--- config.mk ---
export PLATFORM = sky130hd
export DESIGN_NAME = acs_adc_ctrl
export DESIGN_NICKNAME = d
export VERILOG_FILES = /design/src/core/acs_pkg.sv /design/src/core/acs_adc_ctrl.sv /design/src/core/acs_prescaler.sv
export SDC_FILE = /design/constraint.sdc
export NUM_CORES = 1
export LEC_CHECK = 0
export BUFFER_PORTS_ARGS = -buffer_cell sky130_fd_sc_hd__buf_2
export CORE_MARGIN = 3
export CORE_UTILIZATION = 48
export DETAILED_ROUTE_END_ITERATION = 10
export PLACE_DENSITY = 0.76
export SLEW_MARGIN = 10
export SYNTH_ARGS = -nofsm -noshare
export SYNTH_HDL_FRONTEND = slang
export SYNTH_SLANG_ARGS = --single-unit
--- constraint.sdc ---
create_clock -name i_clk -period 2.92 [get_ports i_clk]
set_input_delay 0.146 -clock i_clk [delete_from_list [all_inputs] [get_ports i_clk]]
set_output_delay 0.146 -clock i_clk [all_outputs]
set_load 0.01 [all_outputs]
--- src/core/acs_pkg.sv ---
package acs_pkg;

    // Register byte offsets on the Avalon slave
    localparam logic [3:0] ACS_OFF_CTRL = 4'h0;
    localparam logic [3:0] ACS_OFF_RESULT = 4'h4;
    localparam logic [3:0] ACS_OFF_CLK = 4'h8;

    // Status/control field positions
    localparam int unsigned ACS_BIT_DONE = 7;
    localparam int unsigned ACS_BIT_IRQ_EN = 6;
    localparam int unsigned ACS_BIT_CONT = 5;
    localparam int unsigned ACS_CH_LSB = 0;
    localparam int unsigned ACS_CH_W = 5;

    // Clock config field positions
    localparam int unsigned ACS_DIV_LSB = 5;
    localparam int unsigned ACS_DIV_W = 3;
    localparam int unsigned ACS_BIT_SRC = 4;

    // Values after reset
    localparam logic [4:0] ACS_CH_RESET = 5'h1f;
    localparam logic [2:0] ACS_DIV_RESET = 3'h0;
    localparam logic ACS_SRC_RESET = 1'b0;

    // Channel codes
    localparam logic [4:0] ACS_CH_EXT_LAST = 5'h07;
    localparam logic [4:0] ACS_CH_REF_HIGH = 5'h1d;
    localparam logic [4:0] ACS_CH_REF_LOW = 5'h1e;
    localparam logic [4:0] ACS_CH_OFF = 5'h1f;

    // Converter clock cycles per conversion
    localparam int unsigned ACS_CONV_TICKS = 16;

    typedef enum logic [1:0] {
        ACS_IDLE = 2'b00,
        ACS_START = 2'b01,
        ACS_CONV = 2'b11
    } acs_state_t;

    typedef struct packed {
        logic [2:0] pin;
        logic pin_en;
        logic ref_high;
        logic ref_low;
    } acs_mux_t;

    // Reserved codes select nothing, so the core output is undefined
    function automatic acs_mux_t acs_decode_mux(input logic [4:0] ch);
        acs_mux_t m;
        m = '0;
        if (ch <= ACS_CH_EXT_LAST) begin
            m.pin = ch[2:0];
            m.pin_en = 1'b1;
        end else if (ch == ACS_CH_REF_HIGH) begin
            m.ref_high = 1'b1;
        end else if (ch == ACS_CH_REF_LOW) begin
            m.ref_low = 1'b1;
        end
        return m;
    endfunction

endpackage

--- src/core/acs_adc_ctrl.sv ---
// Decided for this implementation: the Avalon-MM register port and the register addresses.
`timescale 1ns/1ps
module acs_adc_ctrl #(
    parameter int unsigned CONV_TICKS = acs_pkg::ACS_CONV_TICKS
) (
    input wire logic i_clk,
    input wire logic i_reset_n,
    input wire logic [3:0] i_avs_address,
    input wire logic i_avs_read,
    input wire logic i_avs_write,
    input wire logic [31:0] i_avs_writedata,
    input wire logic [3:0] i_avs_byteenable,
    output logic [31:0] o_avs_readdata,
    output logic o_avs_waitrequest,
    input wire logic i_crystal_clock_tick,
    input wire logic i_stop,
    input wire logic [7:0] i_core_result,
    output logic o_core_start,
    output logic o_core_tick,
    output logic o_core_power_down,
    output acs_pkg::acs_mux_t o_core_mux,
    output logic o_conv_irq,
    output logic [7:0] o_pin_adc_owned
);
    import acs_pkg::*;

    if (CONV_TICKS < 2 || CONV_TICKS > 255) begin : g_check
        $error("CONV_TICKS must lie in 2..255");
    end

    localparam logic [7:0] LAST_TICK = 8'(CONV_TICKS - 1);

    acs_state_t state;
    logic run_req;
    logic [7:0] tick_cnt;
    logic conv_irq_enable;
    logic continuous_mode_bit;
    logic [4:0] channel_select;
    logic [2:0] clock_divider_select;
    logic clock_source_select;
    logic conversion_done_flag;
    logic [7:0] result;
    logic req;
    logic acc;
    logic ctrl_wr;
    logic clk_wr;
    logic result_rd;
    logic conv_end;
    logic src_tick;
    logic [4:0] wr_chan;
    logic [31:0] next_readdata;
    acs_mux_t next_mux;

    assign req = i_avs_read || i_avs_write;
    assign acc = req && !o_avs_waitrequest;
    assign ctrl_wr = acc && i_avs_write && i_avs_byteenable[0]
        && i_avs_address == ACS_OFF_CTRL;
    assign clk_wr = acc && i_avs_write && i_avs_byteenable[0]
        && i_avs_address == ACS_OFF_CLK;
    assign result_rd = acc && i_avs_read && i_avs_address == ACS_OFF_RESULT;
    assign wr_chan = i_avs_writedata[ACS_CH_LSB +: ACS_CH_W];
    // A control write in the final tick wins; that conversion is dropped
    assign conv_end = state == ACS_CONV && o_core_tick && tick_cnt == LAST_TICK
        && !i_stop && !ctrl_wr;
    assign src_tick = clock_source_select ? 1'b1 : i_crystal_clock_tick;
    assign next_mux = acs_decode_mux(channel_select);

    acs_prescaler u_prescaler (
        .i_clk(i_clk),
        .i_reset_n(i_reset_n),
        .i_src_tick(src_tick),
        .i_restart(state == ACS_START),
        .i_div_sel(clock_divider_select),
        .o_tick(o_core_tick)
    );

    // One wait cycle per access keeps read data registered
    always_ff @(posedge i_clk) begin
        if (!i_reset_n) begin
            o_avs_waitrequest <= 1'b1;
        end else if (req && o_avs_waitrequest) begin
            o_avs_waitrequest <= 1'b0;
        end else begin
            o_avs_waitrequest <= 1'b1;
        end
    end

    always_comb begin
        next_readdata = 32'h0000_0000;
        if (i_avs_address == ACS_OFF_CTRL) begin
            next_readdata[ACS_BIT_DONE] = conversion_done_flag && !conv_irq_enable;
            next_readdata[ACS_BIT_IRQ_EN] = conv_irq_enable;
            next_readdata[ACS_BIT_CONT] = continuous_mode_bit;
            next_readdata[ACS_CH_LSB +: ACS_CH_W] = channel_select;
        end else if (i_avs_address == ACS_OFF_RESULT) begin
            next_readdata[7:0] = result;
        end else if (i_avs_address == ACS_OFF_CLK) begin
            next_readdata[ACS_DIV_LSB +: ACS_DIV_W] = clock_divider_select;
            next_readdata[ACS_BIT_SRC] = clock_source_select;
        end
    end

    always_ff @(posedge i_clk) begin
        if (!i_reset_n) begin
            o_avs_readdata <= 32'h0000_0000;
        end else if (req && o_avs_waitrequest && i_avs_read) begin
            o_avs_readdata <= next_readdata;
        end
    end

    // Written done-flag bit is ignored
    always_ff @(posedge i_clk) begin
        if (!i_reset_n) begin
            conv_irq_enable <= 1'b0;
            continuous_mode_bit <= 1'b0;
            channel_select <= ACS_CH_RESET;
        end else if (ctrl_wr) begin
            conv_irq_enable <= i_avs_writedata[ACS_BIT_IRQ_EN];
            continuous_mode_bit <= i_avs_writedata[ACS_BIT_CONT];
            channel_select <= wr_chan;
        end
    end

    always_ff @(posedge i_clk) begin
        if (!i_reset_n) begin
            clock_divider_select <= ACS_DIV_RESET;
            clock_source_select <= ACS_SRC_RESET;
        end else if (clk_wr) begin
            clock_divider_select <= i_avs_writedata[ACS_DIV_LSB +: ACS_DIV_W];
            clock_source_select <= i_avs_writedata[ACS_BIT_SRC];
        end
    end

    // Stop leaves run_req alone so the run resumes on exit
    always_ff @(posedge i_clk) begin
        if (!i_reset_n) begin
            state <= ACS_IDLE;
            run_req <= 1'b0;
        end else if (ctrl_wr) begin
            state <= ACS_IDLE;
            run_req <= wr_chan != ACS_CH_OFF;
        end else if (i_stop) begin
            state <= ACS_IDLE;
        end else begin
            case (state)
                ACS_IDLE: begin
                    if (run_req) begin
                        state <= ACS_START;
                    end
                end
                ACS_START: begin
                    state <= ACS_CONV;
                end
                ACS_CONV: begin
                    if (conv_end) begin
                        if (continuous_mode_bit) begin
                            state <= ACS_START;
                        end else begin
                            state <= ACS_IDLE;
                            run_req <= 1'b0;
                        end
                    end
                end
                default: begin
                    state <= ACS_IDLE;
                end
            endcase
        end
    end

    // The first tick may come early, giving 15 to 16 periods
    always_ff @(posedge i_clk) begin
        if (!i_reset_n || state != ACS_CONV) begin
            tick_cnt <= 8'h00;
        end else if (o_core_tick) begin
            tick_cnt <= tick_cnt + 8'h01;
        end
    end

    always_ff @(posedge i_clk) begin
        if (!i_reset_n) begin
            o_core_start <= 1'b0;
        end else begin
            o_core_start <= state == ACS_START && !ctrl_wr && !i_stop;
        end
    end

    always_ff @(posedge i_clk) begin
        if (!i_reset_n) begin
            result <= 8'h00;
        end else if (conv_end) begin
            result <= i_core_result;
        end
    end

    // Set wins over a clear in the same cycle
    always_ff @(posedge i_clk) begin
        if (!i_reset_n) begin
            conversion_done_flag <= 1'b0;
        end else if (conv_end && !conv_irq_enable) begin
            conversion_done_flag <= 1'b1;
        end else if (result_rd || (ctrl_wr && i_avs_writedata[ACS_BIT_IRQ_EN])) begin
            conversion_done_flag <= 1'b0;
        end
    end

    always_ff @(posedge i_clk) begin
        if (!i_reset_n) begin
            o_conv_irq <= 1'b0;
        end else if (conv_end && conv_irq_enable) begin
            o_conv_irq <= 1'b1;
        end else if (result_rd || ctrl_wr) begin
            o_conv_irq <= 1'b0;
        end
    end

    always_ff @(posedge i_clk) begin
        if (!i_reset_n) begin
            o_core_mux <= '0;
            o_core_power_down <= 1'b1;
            o_pin_adc_owned <= 8'h00;
        end else begin
            o_core_mux <= next_mux;
            o_core_power_down <= channel_select == ACS_CH_OFF;
            o_pin_adc_owned <= next_mux.pin_en ? (8'h01 << next_mux.pin) : 8'h00;
        end
    end
endmodule // acs_adc_ctrl

--- src/core/acs_prescaler.sv ---
`timescale 1ns/1ps
module acs_prescaler (
    input wire logic i_clk,
    input wire logic i_reset_n,
    input wire logic i_src_tick,
    input wire logic i_restart,
    input wire logic [2:0] i_div_sel,
    output logic o_tick
);
    logic [3:0] count;

    // Last count value for each divide ratio
    function automatic logic [3:0] last_count(input logic [2:0] sel);
        logic [3:0] r;
        r = 4'hf;
        case (sel)
            3'h0: r = 4'h0;
            3'h1: r = 4'h1;
            3'h2: r = 4'h3;
            3'h3: r = 4'h7;
            default: r = 4'hf;
        endcase
        return r;
    endfunction

    // Compare with >= so a ratio change mid-count never waits a full wrap
    always_ff @(posedge i_clk) begin
        if (!i_reset_n || i_restart) begin
            count <= 4'h0;
            o_tick <= 1'b0;
        end else begin
            o_tick <= 1'b0;
            if (i_src_tick) begin
                if (count >= last_count(i_div_sel)) begin
                    count <= 4'h0;
                    o_tick <= 1'b1;
                end else begin
                    count <= count + 4'h1;
                end
            end
        end
    end

endmodule // acs_prescaler

-- Yosys cells after proc, flatten, opt, wreduce, memory -nomap -nowiden
Cells that the tools add are included.
- register bits after elaboration: 62
- output and inout bits: 51
- $add $sub $neg: 2
- order comparisons: 2
- eq/ne operators: 17
- shift-type cells: 1
- multiplexer cells: 27
- bitwise gates (word level): 2
- reduce and logical (&&, ||, !) cells: 43
- operators with widths (kind ; count):
    $mux 4 ; 7
    $logic_and 1x1->1 ; 19
    $pmux 4 s4 ; 1
    $eq 5x5->1 const B ; 3
    $mux 1 ; 15
    $add 8x1->8 const B ; 1
    $eq 8x4->1 const B ; 1
    $mux 8 ; 1
    $reduce_bool 2->1 ; 4
    $shl 1x3->8 const A ; 1
    $eq 3x2->1 const B ; 2
    $ne 2x2->1 const B ; 3
    $pmux 2 s3 ; 1
    $reduce_or 3->1 ; 2
    $le 5x3->1 const B ; 1
    $logic_not 1->1 ; 5
    $logic_or 1x1->1 ; 5
    $ne 5x5->1 const B ; 1
    $add 4x1->4 const B ; 1
    $eq 4x3->1 const B ; 1
    $eq 4x4->1 const B ; 1
    $ge 4x4->1 ; 1
    $logic_not 4->1 ; 1
    $mux 2 ; 2
    other kinds (10) ; 14

-- Logic depth before layout (Yosys ltp)
- depth in word-level cells: 11
- gate-level depth with buffers: 7
- mapped depth without buffers: 7

-- By module
From an unflattened synthesis, not the netlist that was laid out.
- cell total of the unflattened synthesis: 303
- area, all modules: 2831.5 µm²
- modules (own cells, without submodules) (module ; times used ; cells each ; area each (µm²) ; sequential area each (µm²)):
    acs_adc_ctrl ; 1 ; 266 ; 2477.4 ; 1141.1
    acs_prescaler ; 1 ; 37 ; 354.1 ; 100.1

-- Worst setup path after synthesis
Ideal clock, no wire load.
- kind: register to register
- start: register u_prescaler.o_tick
- end: register result[0]
- arrival: 1.755 ns
- required time: 2.848 ns
- path slack: 1.093 ns
- cell stages (with the launch flop): 7
- path buffers: 2
- period minus slack after synthesis: 1.827 ns
- cell sequence: dfxtp_1 > clkbuf_1 > nand4_1 > or4_1 > buf_6 > nor2_8 > mux2i_1
- longest elaborated chain between the ends: 4
- ends and longest elaborated chain (element ; line ; source):
    from (decl) ; acs_prescaler.sv:8 ; output logic o_tick
    from (signal assigned) ; acs_prescaler.sv:30 ; o_tick <= 1'b0;
    from (signal assigned) ; acs_prescaler.sv:32 ; o_tick <= 1'b0;
    from (signal assigned) ; acs_prescaler.sv:36 ; o_tick <= 1'b1;
    $logic_and 1x1->1 (2 in a row) ; acs_adc_ctrl.sv:63 ; assign conv_end = state == ACS_CONV && o_core_tick && tick_cnt == LAST_TICK
    $logic_and 1x1->1 (2 in a row) ; acs_adc_ctrl.sv:64 ; && !i_stop && !ctrl_wr;
    to (signal assigned) ; acs_adc_ctrl.sv:192 ; result <= i_core_result;
    to (decl) ; acs_adc_ctrl.sv:42 ; logic [7:0] result;
No other way between the ends.
A chain may end at the register's enable or synchronous reset.

-- Worst setup path in the final report
- start: register tick_cnt[0]
- end: register result[2]
- longest elaborated chain between the ends: 4
- ends and longest elaborated chain (element ; line ; source):
    from (decl) ; acs_adc_ctrl.sv:35 ; logic [7:0] tick_cnt;
    from (signal assigned) ; acs_adc_ctrl.sv:176 ; tick_cnt <= tick_cnt + 8'h01;
    $eq 8x4->1 ; acs_adc_ctrl.sv:63 ;
    $logic_and 1x1->1 ; acs_adc_ctrl.sv:63 ;
    $logic_and 1x1->1 (2 in a row) ; acs_adc_ctrl.sv:64 ;
No other way between the ends.

==> results.cfg <==
[setup_path]
max_stage_delay_ns = 0.69
cp-start-kind = register
cp_cell_sequence = ha_1 -> nand4_1 -> or4_1 -> nor2_8 -> mux2i_1
cp-end-kind = register
critPathKind = reg -> reg
critPathSlowestCell = or4_1
crit_fanout = 10
worstPathArrival_ns = 2.30
required_ns = 3.19

[die]
boundaryPins = 105
die_h_um = 82.3
die_x_um = 82.3
start_util_pct = 50.1
rows = 27
coreArea_sq_mm = 0.00557
die-area_sq_mm = 0.00677

[final_layout]
post_route_cells_drive_above_1_share_pct = 21.8
final_cells = 434
fin_nets = 417
final_util_pct = 57.2
diodes = 0
area_delta_synth_final_pct = 14.1

[cts]
htree_levels = 3
cts_tree = done
clockRootBuffer = clkbuf_8
cts_sinks = 62
worstSkewPairLatency_ns = 0.34
cts_resized = 0
cts_buffers = 9
cts_setup_buffers = 0
cts.path.max_buffers = 2
hold_buffers = 0
clkTransAtPathRegs_ns = 0.07

[global_routing]
grt_pass1_wl_mm = 8.42
grt_usage_pct = 16.8
antenna_found_initial = 0
grt_max_degree = 28
gr-total-overflow = 0
grt_pass1_vias = 1879

[detailed_routing]
first_pass_iters = 4
vias = 2153
viasPerCell = 4.96
wl_per_cell_um = 12.8
drc = 0
wl_mm = 5.54
drt_first_iter_violations = 107
ant_nets = 0

[synthesis]
postSynthAreaPerCell_sq_um = 9.07
synthArstFlopShare_pct = 0
synth-seq-area-share_pct = 44.4
synth.largest_area_cell = dfxtp_1
synth_edf_count = 0
synth_seq_cells = 62
syn-cell-area_sq_mm = 0.00279
synthCells = 308
yosysUniqueCellTypes = 51
synth_top_cells_by_area = dfxtp_1, buf_4, nand2_1, mux2i_1, ha_1
ys_warn_count = 0
ys.flop_type = dfxtp_1
yosysTopAreaCellShare_pct = 44.4

[pwr]
leakage_nw = 1.38
powerDensity_mw_per_mm2 = 539
comb_power_share_pct = 5.9
power_frac_clock_pct = 44.1
swShare_pct = 24.1
power_frac_seq_pct = 50.0
max-vdd-ir-drop_mv = 0.302
switchingPower_w = 0.000414
p_int_w = 0.00130

[placed_design]
place_hpwl_mm = 3.90
port_buffers = 53
gp_congestion = 0.733
dp.cells = 418

[sta]
rsz0062_at_grt = no
setup_tns_ns = 0
clock.fmax_ghz = 0.493
maxSlewViolCount = 0
period_share_pct = 69.5
fin_skew_ns = 0.00571
finalCriticalPeriod_ns = 2.03
setup_viol = 0
finalHoldViolations = 0
tightest_slew_ns = 0.742
maxSlewHeadroom_pct = 50.1

[run_status]
status = complete, no violations

[run]
drv_cap = 0

[hold_path]
hold_class = in -> reg
==> metrics by stage <==
| stage | instance area (sq um) | total power [W] | hold WS, ns | setup WS (ns) |
|---|---|---|---|---|
| after global routing | 3190 | 0.00177 | 0.0196 | 0.759 |
| after floorplan | 2880 | 0.000967 | 0.262 | 1.09 |
| after CTS | 3190 | 0.00173 | 0.0193 | 0.895 |
| final | 3190 | 0.00172 | 0.0284 | 0.891 |
| after detailed placement | 2990 | 0.000979 | 0.383 | 0.935 |
| after global placement | 2990 | 0.000978 | 0.376 | 0.972 |
==> registers in the layout, indices dropped and copies added, names as in the netlist <==
register,count
u_prescaler.count,4
o_avs_readdata,8
o_pin_adc_owned,8
result,8
state,2
conversion_done_flag,1
continuous_mode_bit,1
o_avs_waitrequest,1
clock_divider_select,3
o_core_start,1
clock_source_select,1
o_core_power_down,1
o_core_mux,6
conv_irq_enable,1
u_prescaler.o_tick,1
channel_select,5
tick_cnt,8
run_req,1
o_conv_irq,1
==> Yosys cell counts, types with 2 or more instances <==
| cell | count |
|---|---|
| a21oi_1 | 13 |
| nor4_1 | 2 |
| mux2i_1 | 17 |
| o22ai_1 | 3 |
| nor3_1 | 9 |
| nor3b_1 | 2 |
| xor2_1 | 4 |
| nand2b_1 | 4 |
| a211oi_1 | 2 |
| buf_2 | 2 |
| dfxtp_1 | 62 |
| o21ai_0 | 5 |
| nand3b_1 | 3 |
| or3_1 | 5 |
| o2111ai_1 | 2 |
| or2_2 | 2 |
| nor2b_1 | 12 |
| clkbuf_1 | 11 |
| nand4_1 | 4 |
| nand2_1 | 48 |
| ha_1 | 6 |
| nand3_1 | 8 |
| and3_1 | 4 |
| a21boi_0 | 4 |
| buf_6 | 2 |
| buf_4 | 24 |
| inv_1 | 7 |
| xnor2_1 | 4 |
| or4_1 | 2 |
| o311ai_0 | 2 |
| nor2_1 | 13 |
==> power groups by stage <==
stage	clock (W)	sequential (W)	combinational, W
after CTS	0.000769	0.000859	0.000101
final	0.000757	0.000859	0.000101
after global routing	0.000801	0.000860	0.000113
after detailed placement	0	0.000879	0.000100
after global placement	0	0.000878	0.0000996
after floorplan	0	0.000878	0.0000894
==> final timing paths <==
| kind | start | to | slack [ns] | cells past startpoint |
|---|---|---|---|---|
| max | tick_cnt[0]$_SDFFE_PP0P_ | result[2]$_SDFFE_PN0P_ | 0.89 | 5 |
| min | i_avs_write | o_avs_waitrequest$_SDFF_PN1_ | 0.03 | 2 |
| max reg2reg | tick_cnt[0]$_SDFFE_PP0P_ | result[2]$_SDFFE_PN0P_ | 0.89 | 5 |
| min reg2reg | result[5]$_SDFFE_PN0P_ | result[5]$_SDFFE_PN0P_ | 0.46 | 2 |
==> worst max-delay path: cells and delay by family, from the launching register on <==
kind,cells,cell delay (ns)
flops,1,0.38
simple gates,3,1.14
mux,1,0.23
fa+ha+maj,1,0.20
==> logic make-up (layout without fill, tap and decap cells) <==
kind of cell / Yosys count / in the layout / share of synthesized area (%)
xor gates and xnor gates: 8 / 8 / 2.51
muxes: 18 / 18 / 6.49
AOI/OAI and AO/OA: 40 / 40 / 9.40
and+or+nand+nor: 127 / 127 / 24.3
DFF: 62 / 62 / 44.4
other: 1 / 24 / 0.134
buffers and inverters: 46 / 77 / 10.0
adders and majority gates: 6 / 6 / 2.69
==> per-layer routing <==
layer,GRT usage [%],part of all wire (%),up-vias
li1,-,-,1110
met1,19.7,44,964
met2,26.8,47,68
met3,5.75,6.9,11
met4,9.47,2.3,0
met5,0,0,-
==> final cells by class <==
class / instances / area (sq um)
clock buffers: 10 / 138
clock inverters: 6 / 61.3
fillers: 503 / 2390
inverters: 7 / 26.3
multi-input cells: 223 / 1360
flip-flops and latches: 62 / 1240
well taps: 72 / 90.1
repair buffers: 54 / 273
==> cell usage in the layout, fill, tap and decap left out, types with 2 or more instances in the layout <==
| cell type | count |
|---|---|
| xnor2_1 | 4 |
| nor2_1 | 13 |
| nor2b_1 | 12 |
| nor3b_1 | 2 |
| and3_1 | 4 |
| mux2i_1 | 17 |
| o21ai_0 | 5 |
| buf_2 | 53 |
| ha_1 | 6 |
| or4_1 | 2 |
| conb_1 | 24 |
| o22ai_1 | 3 |
| clkinv_2 | 3 |
| inv_1 | 7 |
| xor2_1 | 4 |
| clkbuf_8 | 10 |
| nand4_1 | 4 |
| or3_1 | 5 |
| nand2b_1 | 4 |
| o311ai_0 | 2 |
| nor4_1 | 2 |
| nand2_1 | 48 |
| a211oi_1 | 2 |
| nand3_1 | 8 |
| nor3_1 | 9 |
| o2111ai_1 | 2 |
| a21boi_0 | 4 |
| or2_2 | 2 |
| a21oi_1 | 13 |
| nand3b_1 | 3 |
| dfxtp_1 | 62 |
Power figures use the tool's default switching activity.
